==> config.mk <==
export PLATFORM = sky130hd
export DESIGN_NAME = ppio_top
export DESIGN_NICKNAME = d
export VERILOG_FILES = /design/src/logic/ppio_pkg.sv /design/src/logic/ppio_top.sv /design/src/logic/ppio_sync.sv /design/src/logic/ppio_pulse.sv
export SDC_FILE = /design/constraint.sdc
export NUM_CORES = 2
export LEC_CHECK = 0
export ABC_AREA = 1
export BUFFER_PORTS_ARGS = -buffer_cell sky130_fd_sc_hd__buf_2
export CORE_MARGIN = 1.5
export CORE_UTILIZATION = 53
export CTS_CLUSTER_SIZE = 16
export DETAILED_ROUTE_END_ITERATION = 10
export PLACE_DENSITY_LB_ADDON = 0.08
export SLEW_MARGIN = 20
export SYNTH_ARGS = -nofsm -noshare
export SYNTH_HDL_FRONTEND = slang
export SYNTH_SLANG_ARGS = --single-unit
==> constraint.sdc <==
create_clock -name ref_clk_i -period 8.6 [get_ports ref_clk_i]
set_clock_uncertainty 0.05 [all_clocks]
set_input_delay 1.29 -clock ref_clk_i [delete_from_list [all_inputs] [get_ports ref_clk_i]]
set_output_delay 1.29 -clock ref_clk_i [all_outputs]
set_load 0.01 [all_outputs]
==> src/logic/ppio_pkg.sv <==
// shared constants, carriers and helpers of the pulse positioning i/o block
// assumes a single 200 MHz clock and a synchronous active-high reset
`default_nettype none

package ppio_pkg;

    // ------------------------------------------------------------------
    // timing
    // ------------------------------------------------------------------
    localparam int unsigned CLK_HZ = 200_000_000;
    localparam int unsigned MS_CYCLES = CLK_HZ / 1000;
    localparam int unsigned SETTLE_US = 10;
    localparam int unsigned SETTLE_CYCLES = SETTLE_US * (CLK_HZ / 1_000_000);
    localparam int unsigned BOOT_CYCLES = 5;

    // ------------------------------------------------------------------
    // resolution limits
    // ------------------------------------------------------------------
    localparam int unsigned RES_BASE = 1000;
    localparam int unsigned RES_MIN = 100;
    localparam int unsigned RES_MAX = 100_000;
    localparam int unsigned GEAR_W = 10;

    // ------------------------------------------------------------------
    // register word addresses
    // ------------------------------------------------------------------
    localparam logic [7:0] ADDR_GEAR = 8'h00;
    localparam logic [7:0] ADDR_SYS = 8'h04;
    localparam logic [7:0] ADDR_APP = 8'h08;
    localparam logic [7:0] ADDR_MOVE_MIN = 8'h0c;
    localparam logic [7:0] ADDR_END_BAND = 8'h10;
    localparam logic [7:0] ADDR_NEAR_BAND = 8'h14;
    localparam logic [7:0] ADDR_PRESET = 8'h18;
    localparam logic [7:0] ADDR_CMD = 8'h1c;
    localparam logic [7:0] ADDR_STATUS = 8'h20;
    localparam logic [7:0] ADDR_POSITION = 8'h24;
    localparam logic [7:0] ADDR_DEVIATION = 8'h28;
    localparam logic [7:0] ADDR_SNAPSHOT = 8'h2c;
    localparam logic [7:0] ADDR_GEAR_EFF = 8'h30;

    // field positions
    localparam int unsigned GEAR_B_LSB = 16;
    localparam int unsigned SYS_DIR_BIT = 0;
    localparam int unsigned SYS_SINGLE_BIT = 1;
    localparam int unsigned APP_NC_BIT = 0;
    localparam int unsigned APP_BUSY_BIT = 1;
    localparam int unsigned APP_SEL_MOVE_BIT = 2;
    localparam int unsigned APP_SEL_NEAR_BIT = 3;
    localparam int unsigned APP_SEL_BRAKE_BIT = 4;
    localparam int unsigned CMD_RESTART_BIT = 0;

    // values after reset
    localparam logic [GEAR_W-1:0] GEAR_RST = 10'h001;
    localparam logic DIR_RST = 1'b1;
    localparam logic [15:0] MOVE_MIN_RST = 16'h000a;
    localparam logic [15:0] END_BAND_RST = 16'h000a;
    localparam logic [15:0] NEAR_BAND_RST = 16'h0032;
    localparam logic [4:0] APP_RST = 5'h1c;

    // ------------------------------------------------------------------
    // carriers
    // ------------------------------------------------------------------
    typedef struct packed {
        logic step_pulse_input;
        logic ccw_or_dir;
        logic fb_step;
        logic fb_dir;
        logic excite_req;
        logic deviation_clear_input;
        logic position_req;
        logic home_set;
        logic shaft_free;
        logic main_power;
        logic absolute_enable_switch;
    } ppio_pins_t;

    typedef struct packed {
        logic [7:0] addr;
        logic [31:0] wdata;
        logic wr;
        logic rd;
    } ppio_bus_t;

    typedef enum logic [2:0] {
        EXC_OFF = 3'b001,
        EXC_SETTLE = 3'b010,
        EXC_ON = 3'b100
    } ppio_exc_t;

    // resolution 1000*b/a within the permitted span
    function automatic logic gear_ok(input logic [GEAR_W-1:0] a, input logic [GEAR_W-1:0] b);
        logic [31:0] a32;
        logic [31:0] b32;
        a32 = {22'h0, a};
        b32 = {22'h0, b};
        gear_ok = (a != '0) && (b != '0)
            && (b32 * (RES_BASE / RES_MIN) >= a32)
            && (b32 <= a32 * (RES_MAX / RES_BASE));
    endfunction

endpackage

`default_nettype wire

==> src/logic/ppio_top.sv <==
// positioning control and i/o handshake of a pulse-train servo drive
// assumes pins from outside the clock domain and a register port on ref_clk_i
//
// The implementer's own choices: the register offsets and the plain strobed port.
`timescale 1ns/1ps
`default_nettype none

module ppio_top #(
    parameter int unsigned MS_TICK_CYCLES = ppio_pkg::MS_CYCLES,
    parameter int unsigned SETTLE_TICKS = ppio_pkg::SETTLE_CYCLES
) (
    input wire logic ref_clk_i,
    input wire logic rst_i,
    input wire ppio_pkg::ppio_pins_t pins_i,
    input wire ppio_pkg::ppio_bus_t bus_i,
    output logic [31:0] rdata_o,
    output logic ready_o,
    output logic move_o,
    output logic end_o,
    output logic near_o,
    output logic brake_timing_output_o,
    output logic motor_enable_o,
    output logic shaft_cw_o,
    output logic nv_write_o,
    output logic position_clock_o,
    output logic alarm_o
);
    import ppio_pkg::*;

    if (MS_TICK_CYCLES < 2 || SETTLE_TICKS < 1 || SETTLE_TICKS > 65535)
    begin : g_chk
        $error("ppio_top timing parameters out of range");
    end

    // ------------------------------------------------------------------
    // state
    // ------------------------------------------------------------------
    typedef struct packed {
        logic [GEAR_W-1:0] gear_a_pend;
        logic [GEAR_W-1:0] gear_b_pend;
        logic dir_pend;
        logic single_pend;
        logic [GEAR_W-1:0] gear_a;
        logic [GEAR_W-1:0] gear_b;
        logic dir_sense;
        logic single_mode;
        logic abs_en;
        logic excite_nc;
        logic tool_busy;
        logic sel_move;
        logic sel_near;
        logic sel_brake;
        logic [15:0] move_min;
        logic [15:0] end_band;
        logic [15:0] near_band;
        logic [31:0] preset;
        logic gear_alarm;
        logic mp_err;
        ppio_exc_t exc;
        logic [15:0] settle_cnt;
        logic [2:0] boot_cnt;
        logic [31:0] cmd_pos;
        logic [31:0] dev;
        logic [31:0] snapshot;
        logic [31:0] ms_cnt;
        logic pulse_seen;
        logic moving;
        logic [15:0] move_cnt;
        logic clr_prev;
        logic home_prev;
        logic fb_prev;
        logic ready;
        logic move_out;
        logic end_out;
        logic near_out;
        logic brake_out;
        logic shaft_cw;
        logic nv_write;
        logic pclk;
        logic [31:0] rdata;
    } ppio_state_t;

    ppio_state_t s;
    ppio_state_t next_s;

    // ------------------------------------------------------------------
    // pin synchronisation and pulse decode
    // ------------------------------------------------------------------
    logic [$bits(ppio_pins_t)-1:0] pin_q;
    ppio_pins_t pin;
    logic cmd_fwd;
    logic cmd_rev;

    ppio_sync #(
        .W($bits(ppio_pins_t))
    ) u_sync (
        .ref_clk_i(ref_clk_i),
        .rst_i(rst_i),
        .d_i(pins_i),
        .q_o(pin_q)
    );

    assign pin = ppio_pins_t'(pin_q);

    ppio_pulse u_pulse (
        .ref_clk_i(ref_clk_i),
        .rst_i(rst_i),
        .single_mode_i(s.single_mode),
        .step_i(pin.step_pulse_input),
        .aux_i(pin.ccw_or_dir),
        .fwd_o(cmd_fwd),
        .rev_o(cmd_rev)
    );

    // |dev| within band, deviation is held in units of 1/gear_b
    function automatic logic in_band(input logic [31:0] d, input logic [15:0] band,
                                     input logic [GEAR_W-1:0] b);
        logic [32:0] mag;
        logic [32:0] lim;
        mag = d[31] ? (33'h0 - {d[31], d}) : {1'b0, d};
        lim = {17'h0, band} * {23'h0, b};
        in_band = mag <= lim;
    endfunction

    // ------------------------------------------------------------------
    // combinational conditions
    // ------------------------------------------------------------------
    logic exc_req;
    logic alarm;
    logic energise;
    logic clr_dev;
    logic clr_rise;
    logic ready_now;
    logic accept;
    logic fb_fwd;
    logic fb_rev;
    logic ms_tick;
    logic restart;
    logic mp_warn;
    logic gear_warn;
    logic [33:0] dev_sum;
    logic [33:0] cmd_delta;
    logic [33:0] fb_delta;

    assign exc_req = s.excite_nc ? ~pin.excite_req : pin.excite_req;
    assign alarm = s.gear_alarm | s.mp_err;
    assign energise = exc_req & pin.main_power & ~pin.shaft_free & ~alarm;
    assign mp_warn = exc_req & ~pin.main_power;
    assign gear_warn = ~gear_ok(s.gear_a_pend, s.gear_b_pend);
    assign clr_dev = pin.deviation_clear_input & ~pin.position_req;
    assign clr_rise = pin.deviation_clear_input & ~s.clr_prev;
    assign ready_now = pin.main_power & ~alarm & (s.exc == EXC_ON) & ~pin.shaft_free
        & ~clr_dev & ~s.tool_busy;
    assign accept = ready_now & (cmd_fwd | cmd_rev);
    assign fb_fwd = pin.fb_step & ~s.fb_prev & pin.fb_dir;
    assign fb_rev = pin.fb_step & ~s.fb_prev & ~pin.fb_dir;
    assign ms_tick = s.ms_cnt == 32'(MS_TICK_CYCLES - 1);
    assign restart = (s.boot_cnt == 3'h1)
        | (bus_i.wr & (bus_i.addr == ADDR_CMD) & bus_i.wdata[CMD_RESTART_BIT]);

    // one command pulse is gear_a base units, one feedback step gear_b
    assign cmd_delta = !accept ? 34'h0 : cmd_fwd ? {24'h0, s.gear_a}
        : 34'h0 - {24'h0, s.gear_a};
    assign fb_delta = fb_fwd ? {24'h0, s.gear_b} : fb_rev ? 34'h0 - {24'h0, s.gear_b}
        : 34'h0;
    assign dev_sum = {{2{s.dev[31]}}, s.dev} + cmd_delta - fb_delta;

    // ------------------------------------------------------------------
    // next state
    // ------------------------------------------------------------------
    always_comb
    begin
        next_s = s;
        next_s.clr_prev = pin.deviation_clear_input;
        next_s.home_prev = pin.home_set;
        next_s.fb_prev = pin.fb_step;
        next_s.nv_write = 1'b0;
        next_s.pclk = 1'b0;
        next_s.rdata = 32'h0;
        if (s.boot_cnt != 3'h0)
            next_s.boot_cnt = s.boot_cnt - 3'h1;

        // register writes
        if (bus_i.wr)
        begin
            case (bus_i.addr)
                ADDR_GEAR:
                begin
                    next_s.gear_a_pend = bus_i.wdata[GEAR_W-1:0];
                    next_s.gear_b_pend = bus_i.wdata[GEAR_B_LSB +: GEAR_W];
                end
                ADDR_SYS:
                begin
                    next_s.dir_pend = bus_i.wdata[SYS_DIR_BIT];
                    next_s.single_pend = bus_i.wdata[SYS_SINGLE_BIT];
                end
                ADDR_APP:
                begin
                    next_s.excite_nc = bus_i.wdata[APP_NC_BIT];
                    next_s.tool_busy = bus_i.wdata[APP_BUSY_BIT];
                    next_s.sel_move = bus_i.wdata[APP_SEL_MOVE_BIT];
                    next_s.sel_near = bus_i.wdata[APP_SEL_NEAR_BIT];
                    next_s.sel_brake = bus_i.wdata[APP_SEL_BRAKE_BIT];
                end
                ADDR_MOVE_MIN: next_s.move_min = bus_i.wdata[15:0];
                ADDR_END_BAND: next_s.end_band = bus_i.wdata[15:0];
                ADDR_NEAR_BAND: next_s.near_band = bus_i.wdata[15:0];
                ADDR_PRESET: next_s.preset = bus_i.wdata;
                default: next_s.rdata = 32'h0;
            endcase
        end

        // register reads, data stand one cycle later
        if (bus_i.rd)
        begin
            case (bus_i.addr)
                ADDR_GEAR: next_s.rdata = {6'h0, s.gear_b_pend, 6'h0, s.gear_a_pend};
                ADDR_SYS: next_s.rdata = {30'h0, s.single_pend, s.dir_pend};
                ADDR_APP: next_s.rdata = {27'h0, s.sel_brake, s.sel_near, s.sel_move,
                    s.tool_busy, s.excite_nc};
                ADDR_MOVE_MIN: next_s.rdata = {16'h0, s.move_min};
                ADDR_END_BAND: next_s.rdata = {16'h0, s.end_band};
                ADDR_NEAR_BAND: next_s.rdata = {16'h0, s.near_band};
                ADDR_PRESET: next_s.rdata = s.preset;
                ADDR_STATUS: next_s.rdata = {20'h0, s.exc == EXC_ON, s.abs_en, s.mp_err,
                    mp_warn, s.gear_alarm, gear_warn, s.brake_out, s.near_out,
                    s.end_out, s.move_out, s.ready, alarm};
                ADDR_POSITION: next_s.rdata = s.cmd_pos;
                ADDR_DEVIATION: next_s.rdata = s.dev;
                ADDR_SNAPSHOT: next_s.rdata = s.snapshot;
                ADDR_GEAR_EFF: next_s.rdata = {6'h0, s.gear_b, 6'h0, s.gear_a};
                default: next_s.rdata = 32'h0;
            endcase
        end

        // excitation sequence
        case (s.exc)
            EXC_OFF:
            begin
                if (energise)
                begin
                    next_s.exc = EXC_SETTLE;
                    next_s.settle_cnt = 16'(SETTLE_TICKS - 1);
                end
            end
            EXC_SETTLE:
            begin
                if (!energise)
                    next_s.exc = EXC_OFF;
                else if (s.settle_cnt == 16'h0)
                    next_s.exc = EXC_ON;
                else
                    next_s.settle_cnt = s.settle_cnt - 16'h1;
            end
            EXC_ON:
            begin
                if (!energise)
                    next_s.exc = EXC_OFF;
            end
            default: next_s.exc = EXC_OFF;
        endcase

        // faults: a new error wins over a reset in the same cycle
        if (clr_rise & alarm & ~pin.position_req)
            next_s.mp_err = 1'b0;
        if (mp_warn & (cmd_fwd | cmd_rev))
            next_s.mp_err = 1'b1;

        // position clock capture
        if (clr_rise & pin.position_req)
        begin
            next_s.snapshot = s.cmd_pos;
            next_s.pclk = 1'b1;
        end

        // command position
        if (accept)
            next_s.cmd_pos = cmd_fwd ? s.cmd_pos + 32'h1 : s.cmd_pos - 32'h1;
        if (accept)
            next_s.shaft_cw = cmd_fwd ? s.dir_sense : ~s.dir_sense;
        if (pin.home_set & ~s.home_prev)
        begin
            next_s.cmd_pos = s.preset;
            next_s.nv_write = s.abs_en;
        end

        // deviation counter
        if ((s.exc == EXC_OFF) | clr_dev | pin.shaft_free)
            next_s.dev = 32'h0;
        else if (dev_sum[33] & ~dev_sum[31])
            next_s.dev = 32'h80000000;
        else if (~dev_sum[33] & (dev_sum[32] | dev_sum[31]))
            next_s.dev = 32'h7fffffff;
        else
            next_s.dev = dev_sum[31:0];

        // motion tracking on a millisecond enable
        next_s.ms_cnt = ms_tick ? 32'h0 : s.ms_cnt + 32'h1;
        if (accept | fb_fwd | fb_rev)
        begin
            next_s.pulse_seen = 1'b1;
            next_s.moving = 1'b1;
            next_s.move_cnt = s.move_min;
        end
        else if (ms_tick)
        begin
            next_s.pulse_seen = 1'b0;
            next_s.moving = s.pulse_seen;
            if (s.move_cnt != 16'h0)
                next_s.move_cnt = s.move_cnt - 16'h1;
        end

        // status outputs
        next_s.ready = ready_now;
        next_s.move_out = s.sel_move & (s.moving | (s.move_cnt != 16'h0));
        next_s.end_out = (next_s.exc == EXC_ON) & ~s.moving
            & in_band(s.dev, s.end_band, s.gear_b);
        next_s.near_out = s.sel_near & (next_s.exc == EXC_ON) & ~s.moving
            & in_band(s.dev, s.near_band, s.gear_b);
        next_s.brake_out = s.sel_brake & ((s.exc == EXC_ON) | pin.shaft_free);

        // power-up or restart command: load pending gears or escalate the warning; direction and pulse mode always load
        if (restart)
        begin
            if (gear_warn)
                next_s.gear_alarm = 1'b1;
            else
            begin
                next_s.gear_alarm = 1'b0;
                next_s.gear_a = s.gear_a_pend;
                next_s.gear_b = s.gear_b_pend;
            end
            next_s.dir_sense = s.dir_pend;
            next_s.single_mode = s.single_pend;
            next_s.abs_en = pin.absolute_enable_switch;
            if (!pin.absolute_enable_switch)
                next_s.cmd_pos = 32'h0;
            next_s.dev = 32'h0;
        end
    end

    always_ff @(posedge ref_clk_i)
    begin
        if (rst_i)
        begin
            s <= '0;
            s.gear_a_pend <= GEAR_RST;
            s.gear_b_pend <= GEAR_RST;
            s.gear_a <= GEAR_RST;
            s.gear_b <= GEAR_RST;
            s.dir_pend <= DIR_RST;
            s.dir_sense <= DIR_RST;
            {s.sel_brake, s.sel_near, s.sel_move, s.tool_busy, s.excite_nc} <= APP_RST;
            s.move_min <= MOVE_MIN_RST;
            s.end_band <= END_BAND_RST;
            s.near_band <= NEAR_BAND_RST;
            s.exc <= EXC_OFF;
            s.boot_cnt <= 3'(BOOT_CYCLES);
        end
        else
            s <= next_s;
    end

    // ------------------------------------------------------------------
    // outputs
    // ------------------------------------------------------------------
    assign rdata_o = s.rdata;
    assign ready_o = s.ready;
    assign move_o = s.move_out;
    assign end_o = s.end_out;
    assign near_o = s.near_out;
    assign brake_timing_output_o = s.brake_out;
    assign motor_enable_o = s.exc != EXC_OFF;
    assign shaft_cw_o = s.shaft_cw;
    assign nv_write_o = s.nv_write;
    assign position_clock_o = s.pclk;
    assign alarm_o = s.gear_alarm | s.mp_err;
endmodule

`default_nettype wire

==> src/logic/ppio_sync.sv <==
// three-stage synchroniser for pin levels
// a change is taken once the second and third stages agree
`timescale 1ns/1ps
`default_nettype none

module ppio_sync #(
    parameter int W = 1
) (
    input wire logic ref_clk_i,
    input wire logic rst_i,
    input wire logic [W-1:0] d_i,
    output logic [W-1:0] q_o
);
    typedef struct packed {
        logic [W-1:0] s1;
        logic [W-1:0] s2;
        logic [W-1:0] s3;
        logic [W-1:0] q;
    } ppio_sync_t;

    ppio_sync_t s;
    ppio_sync_t next_s;

    if (W < 1)
    begin : g_chk
        $error("ppio_sync width must be positive");
    end

    always_comb
    begin
        next_s = s;
        next_s.s1 = d_i;
        next_s.s2 = s.s1;
        next_s.s3 = s.s2;
        next_s.q = (s.s3 & ~(s.s2 ^ s.s3)) | (s.q & (s.s2 ^ s.s3));
    end

    always_ff @(posedge ref_clk_i)
    begin
        if (rst_i)
            s <= '0;
        else
            s <= next_s;
    end

    assign q_o = s.q;
endmodule

`default_nettype wire

==> src/logic/ppio_pulse.sv <==
// command pulse decoder: turns synchronised pulse lines into
// one-cycle forward and reverse events for single- or two-pulse input
`timescale 1ns/1ps
`default_nettype none

module ppio_pulse (
    input wire logic ref_clk_i,
    input wire logic rst_i,
    input wire logic single_mode_i,
    input wire logic step_i,
    input wire logic aux_i,
    output logic fwd_o,
    output logic rev_o
);
    typedef struct packed {
        logic step_prev;
        logic aux_prev;
        logic fwd;
        logic rev;
    } ppio_pulse_t;

    ppio_pulse_t s;
    ppio_pulse_t next_s;
    logic step_rise;
    logic aux_rise;

    assign step_rise = step_i & ~s.step_prev;
    assign aux_rise = aux_i & ~s.aux_prev;

    always_comb
    begin
        next_s = s;
        next_s.step_prev = step_i;
        next_s.aux_prev = aux_i;
        if (single_mode_i)
        begin
            // step line carries pulses, aux line is the sense level
            next_s.fwd = step_rise & aux_i;
            next_s.rev = step_rise & ~aux_i;
        end
        else
        begin
            // simultaneous edges on both lines cancel
            next_s.fwd = step_rise & ~aux_rise;
            next_s.rev = aux_rise & ~step_rise;
        end
    end

    always_ff @(posedge ref_clk_i)
    begin
        if (rst_i)
            s <= '0;
        else
            s <= next_s;
    end

    assign fwd_o = s.fwd;
    assign rev_o = s.rev;
endmodule

`default_nettype wire

[Word-level counts from Yosys, hierarchy flattened]
Cells that the tools add are included.
Widths: inputs -> output; s select.
Word-level totals
  flip-flop bits (word level): 391
  word-level logic and storage cells: 227
Operators by class
  multipliers: 4
  add/subtract/negate cells: 11
  reduce and logical (&&, ||, !) cells: 28
  bitwise operators: 75
  equality and inequality tests: 22
  mux-type cells: 32
  $lt $le $gt $ge: 4
Operators by type and width (count)
  $pmux 32 s12: 1
  $mux 32: 7
  $mux 34: 4
  $le 33x26->1: 2
  $add 32x1->32 const B: 2
  $mux 64: 1
  $mul 16x10->26: 2
  $mux 16: 3
  $eq 8x6->1 const B: 5
  $and 1x1->1: 37
  $mux 18: 2
  $add 34x34->34: 1
  $sub 34x34->34: 1
  $mux 33: 1
  $sub 1x32->33 const A: 1
  $eq 32x18->1 const B: 1
  $eq 8x5->1 const B: 4
  $pmux 16 s2: 1
  $sub 16x1->16 const B: 2
  $sub 32x1->32 const B: 1
  $not 1->1: 23
  $and 11x11->11: 2
  $sub 1x10->11 const A: 2
  $reduce_bool 10->1: 2
  other kinds (32): 68

[Depth between registers and ports, before layout]
  depth in word-level cells: 17
  depth in mapped cells: 37

[Cells and area by module]
Synthesis repeated with hierarchy kept, for this count alone.
Unflattened totals
  cells, all modules: 5053
  area, all modules: 36233.5 um^2
By module, submodules not included
  ppio_top: sequential area each 6866.6 um^2, area each 34584.4 um^2, times used 1, cells an instance 4870
  ppio_sync: sequential area each 880.8 um^2, area each 1491.4 um^2, times used 1, cells an instance 160
  ppio_pulse: sequential area each 80.1 um^2, area each 157.7 um^2, times used 1, cells an instance 23

[Worst setup path before layout]
No wires, ideal clock.
  path type: register to register
  start: reg s[312] (netlist bit)
  end: reg s[139] (netlist bit)
  stages on the path, launching flop included: 23
  setup slack: 0.136 ns
  arrival: 8.294 ns
  data required time: 8.430 ns
  path through: dfxtp_1 -> inv_1 -> ha_1 -> nand3_1 -> nor3_1 -> inv_1 -> nor3_1 -> inv_1 -> o311ai_0 -> fa_1 -> inv_1 -> ha_1 -> a21oi_1 -> o21ai_0 -> a21oi_1 -> nand2_2 -> nand2_1 -> nand3_1 -> nand2_1 -> nand2_1 -> nand2_2 -> buf_6 -> a21oi_2
On the way
  cells in the longest elaborated chain, start to end: 8
RTL lines
  start: declaration: RTL line ppio_top.sv:83  | ppio_state_t s;
  start signal: assignment: RTL line ppio_top.sv:361  | s <= next_s;
  $sub 1x10->11: RTL line ppio_top.sv:163  | : 34'h0 - {24'h0, s.gear_a};
  $mux 34 * (2 in series): RTL line ppio_top.sv:162  | assign cmd_delta = !accept ? 34'h0 : cmd_fwd ? {24'h0, s.gear_a}
  $add 34x34->34 *: RTL line ppio_top.sv:166  | assign dev_sum = {{2{s.dev[31]}}, s.dev} + cmd_delta - fb_delta;
  $sub 34x34->34 *: RTL line ppio_top.sv:166
  $or 1x1->1 (tied with other cells): RTL line ppio_top.sv:292  | else if (~dev_sum[33] & (dev_sum[32] | dev_sum[31]))
  $and 1x1->1 (on tied branches): RTL line ppio_top.sv:292, ppio_top.sv:290
  $mux 32 or $reduce_or 4->1 (tied branches)
Mark *: on every way between the ends. The rest lies on a longest branch, timed or not.
A chain may end at the register's enable or synchronous reset.

[Final worst setup path]
  start: reg s[305] (netlist bit)
  end: reg s, in the netlist near_o
On the way
  cells in the longest elaborated chain, start to end: 3
RTL lines
  $mul 16x10->26: RTL line ppio_top.sv:121  | lim = {17'h0, band} * {23'h0, b};
  $le 33x26->1: RTL line ppio_top.sv:122  | in_band = mag <= lim;
  $and 1x1->1: RTL line ppio_top.sv:319  | & in_band(s.dev, s.near_band, s.gear_b);
Every way passes these cells.

==> results_dict.tcl <==
set metrics [dict create \
    outcome "completed" \
    avgSynthCellArea_sq_um 7.107 \
    ys_ff_latch 391 \
    power.density_nw_per_um2 125.8 \
    layout-drive-gt1-share_pct 6.421 \
    crit_path_start_kind "flop" \
    whs_path_depth 2 \
    dpl_cell_area_sq_um 37040 \
    fin_cells 5966 \
    htree_levels 2 \
    cts_root_buffer "clkbuf_16" \
    via_per_inst 5.560 \
    drv_cap 0 \
    die_w_microns 264.4 \
    cp.arrival_ns 7.29 \
    fin_setup_tns_ns 0 \
    clock-sinks 391 \
    cts.path.max_buffers 3 \
    drc 0 \
    grt_pass1_vias 32100 \
    die_y_microns 264.4 \
    slew_headroom_pct 26.84 \
    total_power_mw 4.853 \
    antenna_cells 0 \
    die_area_sq_um 69880 \
    io_buffers 96 \
    p_leak_nw 20.31 \
    rsz0062_at_grt "no" \
    rr_endpoint "near_o" \
    async_flop_share_pct 0 \
    synth_edf_count 0 \
    clkTransAtPathRegs_ns 0.07 \
    antenna_found_initial 5 \
    wl_microns 118300 \
    utilization_pct 57.22 \
    syn_inst 5094 \
    drt_pre_antenna_iters 8 \
    r2r_slack_ns 1.83 \
    place_ws_ns 1.937 \
    vdd_drop_max_mv 0.1501 \
    final_common_cell "nand2_1" \
    required_ns 9.12 \
    ant_nets 0 \
    fillers 6672 \
    reg2reg_depth 29 \
    crit_type "reg -> reg" \
    syn-num-nets 5727 \
    ctsHoldBuffers 0 \
    route.vias.total 33170 \
    timing.hold.ws_ns 0.3219 \
    cts_resized 0 \
    dp_cells 5882 \
    setup_violations 0 \
    routabilityCongestion 1.028 \
    cts_buffers 45 \
    syn_to_final_growth_pct 6.518 \
    core_area_sq_um 67400 \
    final_cell_mix "990 x nand2_1, 939 x inv_1, 426 x nor2_1" \
    ioPinCount 97 \
    min_from "u_sync.next_s[30]" \
    hold_path_class "reg -> reg" \
    dp_hpwl_microns 94110 \
    wire_per_inst_microns 19.83 \
    gr-total-overflow 0 \
    worstReg2RegStart "s[305]" \
    min_period_over_period_pct 78.70 \
    yosysWarnings 0 \
    row_count 95 \
    drtIter0Drc 2991 \
    hold_viol_final 0 \
    tightest_slew_ns 1.094 \
    start_util_pct 53.72 \
    grt_max_degree 75 \
    timing.final.max_slew_violations 0 \
    cts_tree "built" \
    design_area_sq_um 38560 \
    netlist_area_sq_um 36200 \
    clk_latency_ns 0.63 \
    ys.flop_type "dfxtp_1" \
    crit_slowest_cell "dfxtp_1" \
    ys_seq_area_share_pct 21.62 \
    grt.total_usage_pct 34.01 \
    nets 5689 \
    ys_types 69 \
    fmax_mhz 147.8 \
    critPathCaptureType "flop" \
    holdPathEnd "u_sync.next_s[19]" \
    setup_ws_ns 1.832 \
    cts_setup_buffers 0 \
    crit_top_cell "nand2_1" \
    grt_pass1_wl_microns 184500 \
    min_period_ns 6.768 \
    cpPeakStageDelay_ns 1.01 \
    critPathMaxFanout 19 \
]
## synth_stat cells (4+ instances only)
library cell,count,share of area (%)
xor2_1,83,2.0
clkbuf_1,139,1.4
o211ai_1,16,0.33
nor2_4,6,0.19
nor3b_1,11,0.23
o21ai_2,6,0.15
dfxtp_1,391,22
o21ai_1,11,0.15
or2_2,11,0.19
nand2_1,991,10
nand3_1,215,3.0
o22ai_1,38,0.66
clkinv_1,4,0.041
a221oi_1,42,1.0
buf_2,27,0.37
o21ai_0,298,4.1
inv_1,940,9.7
a31oi_1,20,0.35
ha_1,319,11
o21a_1,6,0.12
fa_1,259,14
buf_1,10,0.10
nor3_2,4,0.11
xnor2_1,70,1.7
nand4_1,56,0.97
nor3_1,65,0.90
inv_2,10,0.10
a21o_1,12,0.25
a211oi_1,10,0.21
nor2_2,16,0.28
buf_6,7,0.22
o21bai_1,11,0.23
nor2_1,428,4.4
nand2_2,11,0.19
nor4_1,22,0.38
buf_4,34,0.71
a21oi_1,408,5.6
a21oi_2,35,0.85
a21boi_0,6,0.12
o221ai_1,4,0.097
## how the worst max path moves through the flow
stage / end / cells after the start / from
floorplan: s[139] / 22 / s[312]
CTS: near_o / 28 / s[304]
global route: near_o / 28 / s[304]
detailed placement: near_o / 26 / s[308]
finish: near_o / 29 / s[305]
global placement: near_o / 26 / s[308]
## area by class of cell
type	count	area (sq um)	share of cell area, %
Timing Repair Buffer	133	760.7	1.973
Sequential cell	391	7828	20.30
Multi-Input combinational cell	3531	23780	61.67
Clock inverter	19	226.5	0.5873
Tap cell	873	1092	2.833
Clock buffer	65	1291	3.348
Inverter	954	3583	9.293
## worst max-delay path: cells and delay by family, from the launching register on
| kind | cells | cell delay (ns) |
|---|---|---|
| buf+inv | 4 | 0.26 |
| flops | 1 | 1.01 |
| fa+ha+maj | 7 | 3.19 |
| simple gates | 13 | 1.49 |
| compound gates | 4 | 0.52 |
| xor+xnor | 1 | 0.15 |
## flip-flops by register name, summed over array words and instances (netlist names), 2 cells and up, named ones only
| signal | flops |
|---|---|
| rdata_o | 32 |
| s | 303 |
| u_pulse.s | 2 |
| u_sync.next_s | 22 |
| u_sync.s | 11 |
## power breakdown
group / leakage [nW] / internal, mW / switching (mW)
Clock: 0.745 / 1.15 / 0.852
Sequential: 3.16 / 1.84 / 0.0523
Combinational: 16.4 / 0.309 / 0.650
Total: 20.3 / 3.30 / 1.55
## cells by family (layout without fill, tap and decap cells)
family | Yosys count | in the layout | synth area share, %
buffers and inverters | 1172 | 1171 | 12.77
adder cells (fa/ha/maj) | 578 | 578 | 25.35
flip-flops | 391 | 391 | 21.62
AO/OA/AOI/OAI | 938 | 938 | 14.65
AND/OR/NAND/NOR | 1862 | 1862 | 21.91
XOR/XNOR | 153 | 153 | 3.702
## metal layers
layer  vias up  routed length [microns]  part of all wire (%)  global-route usage [%]
met5         -                        9                0.0076                       0
met4         2                     5583                   4.7                   14.40
met3       233                    10540                   8.9                   6.772
met2      1254                    50340                    43                   52.22
met1     15570                    51840                    44                   46.58
li1      16110                        -                     -                       -
Power figures use the tool's default switching activity.
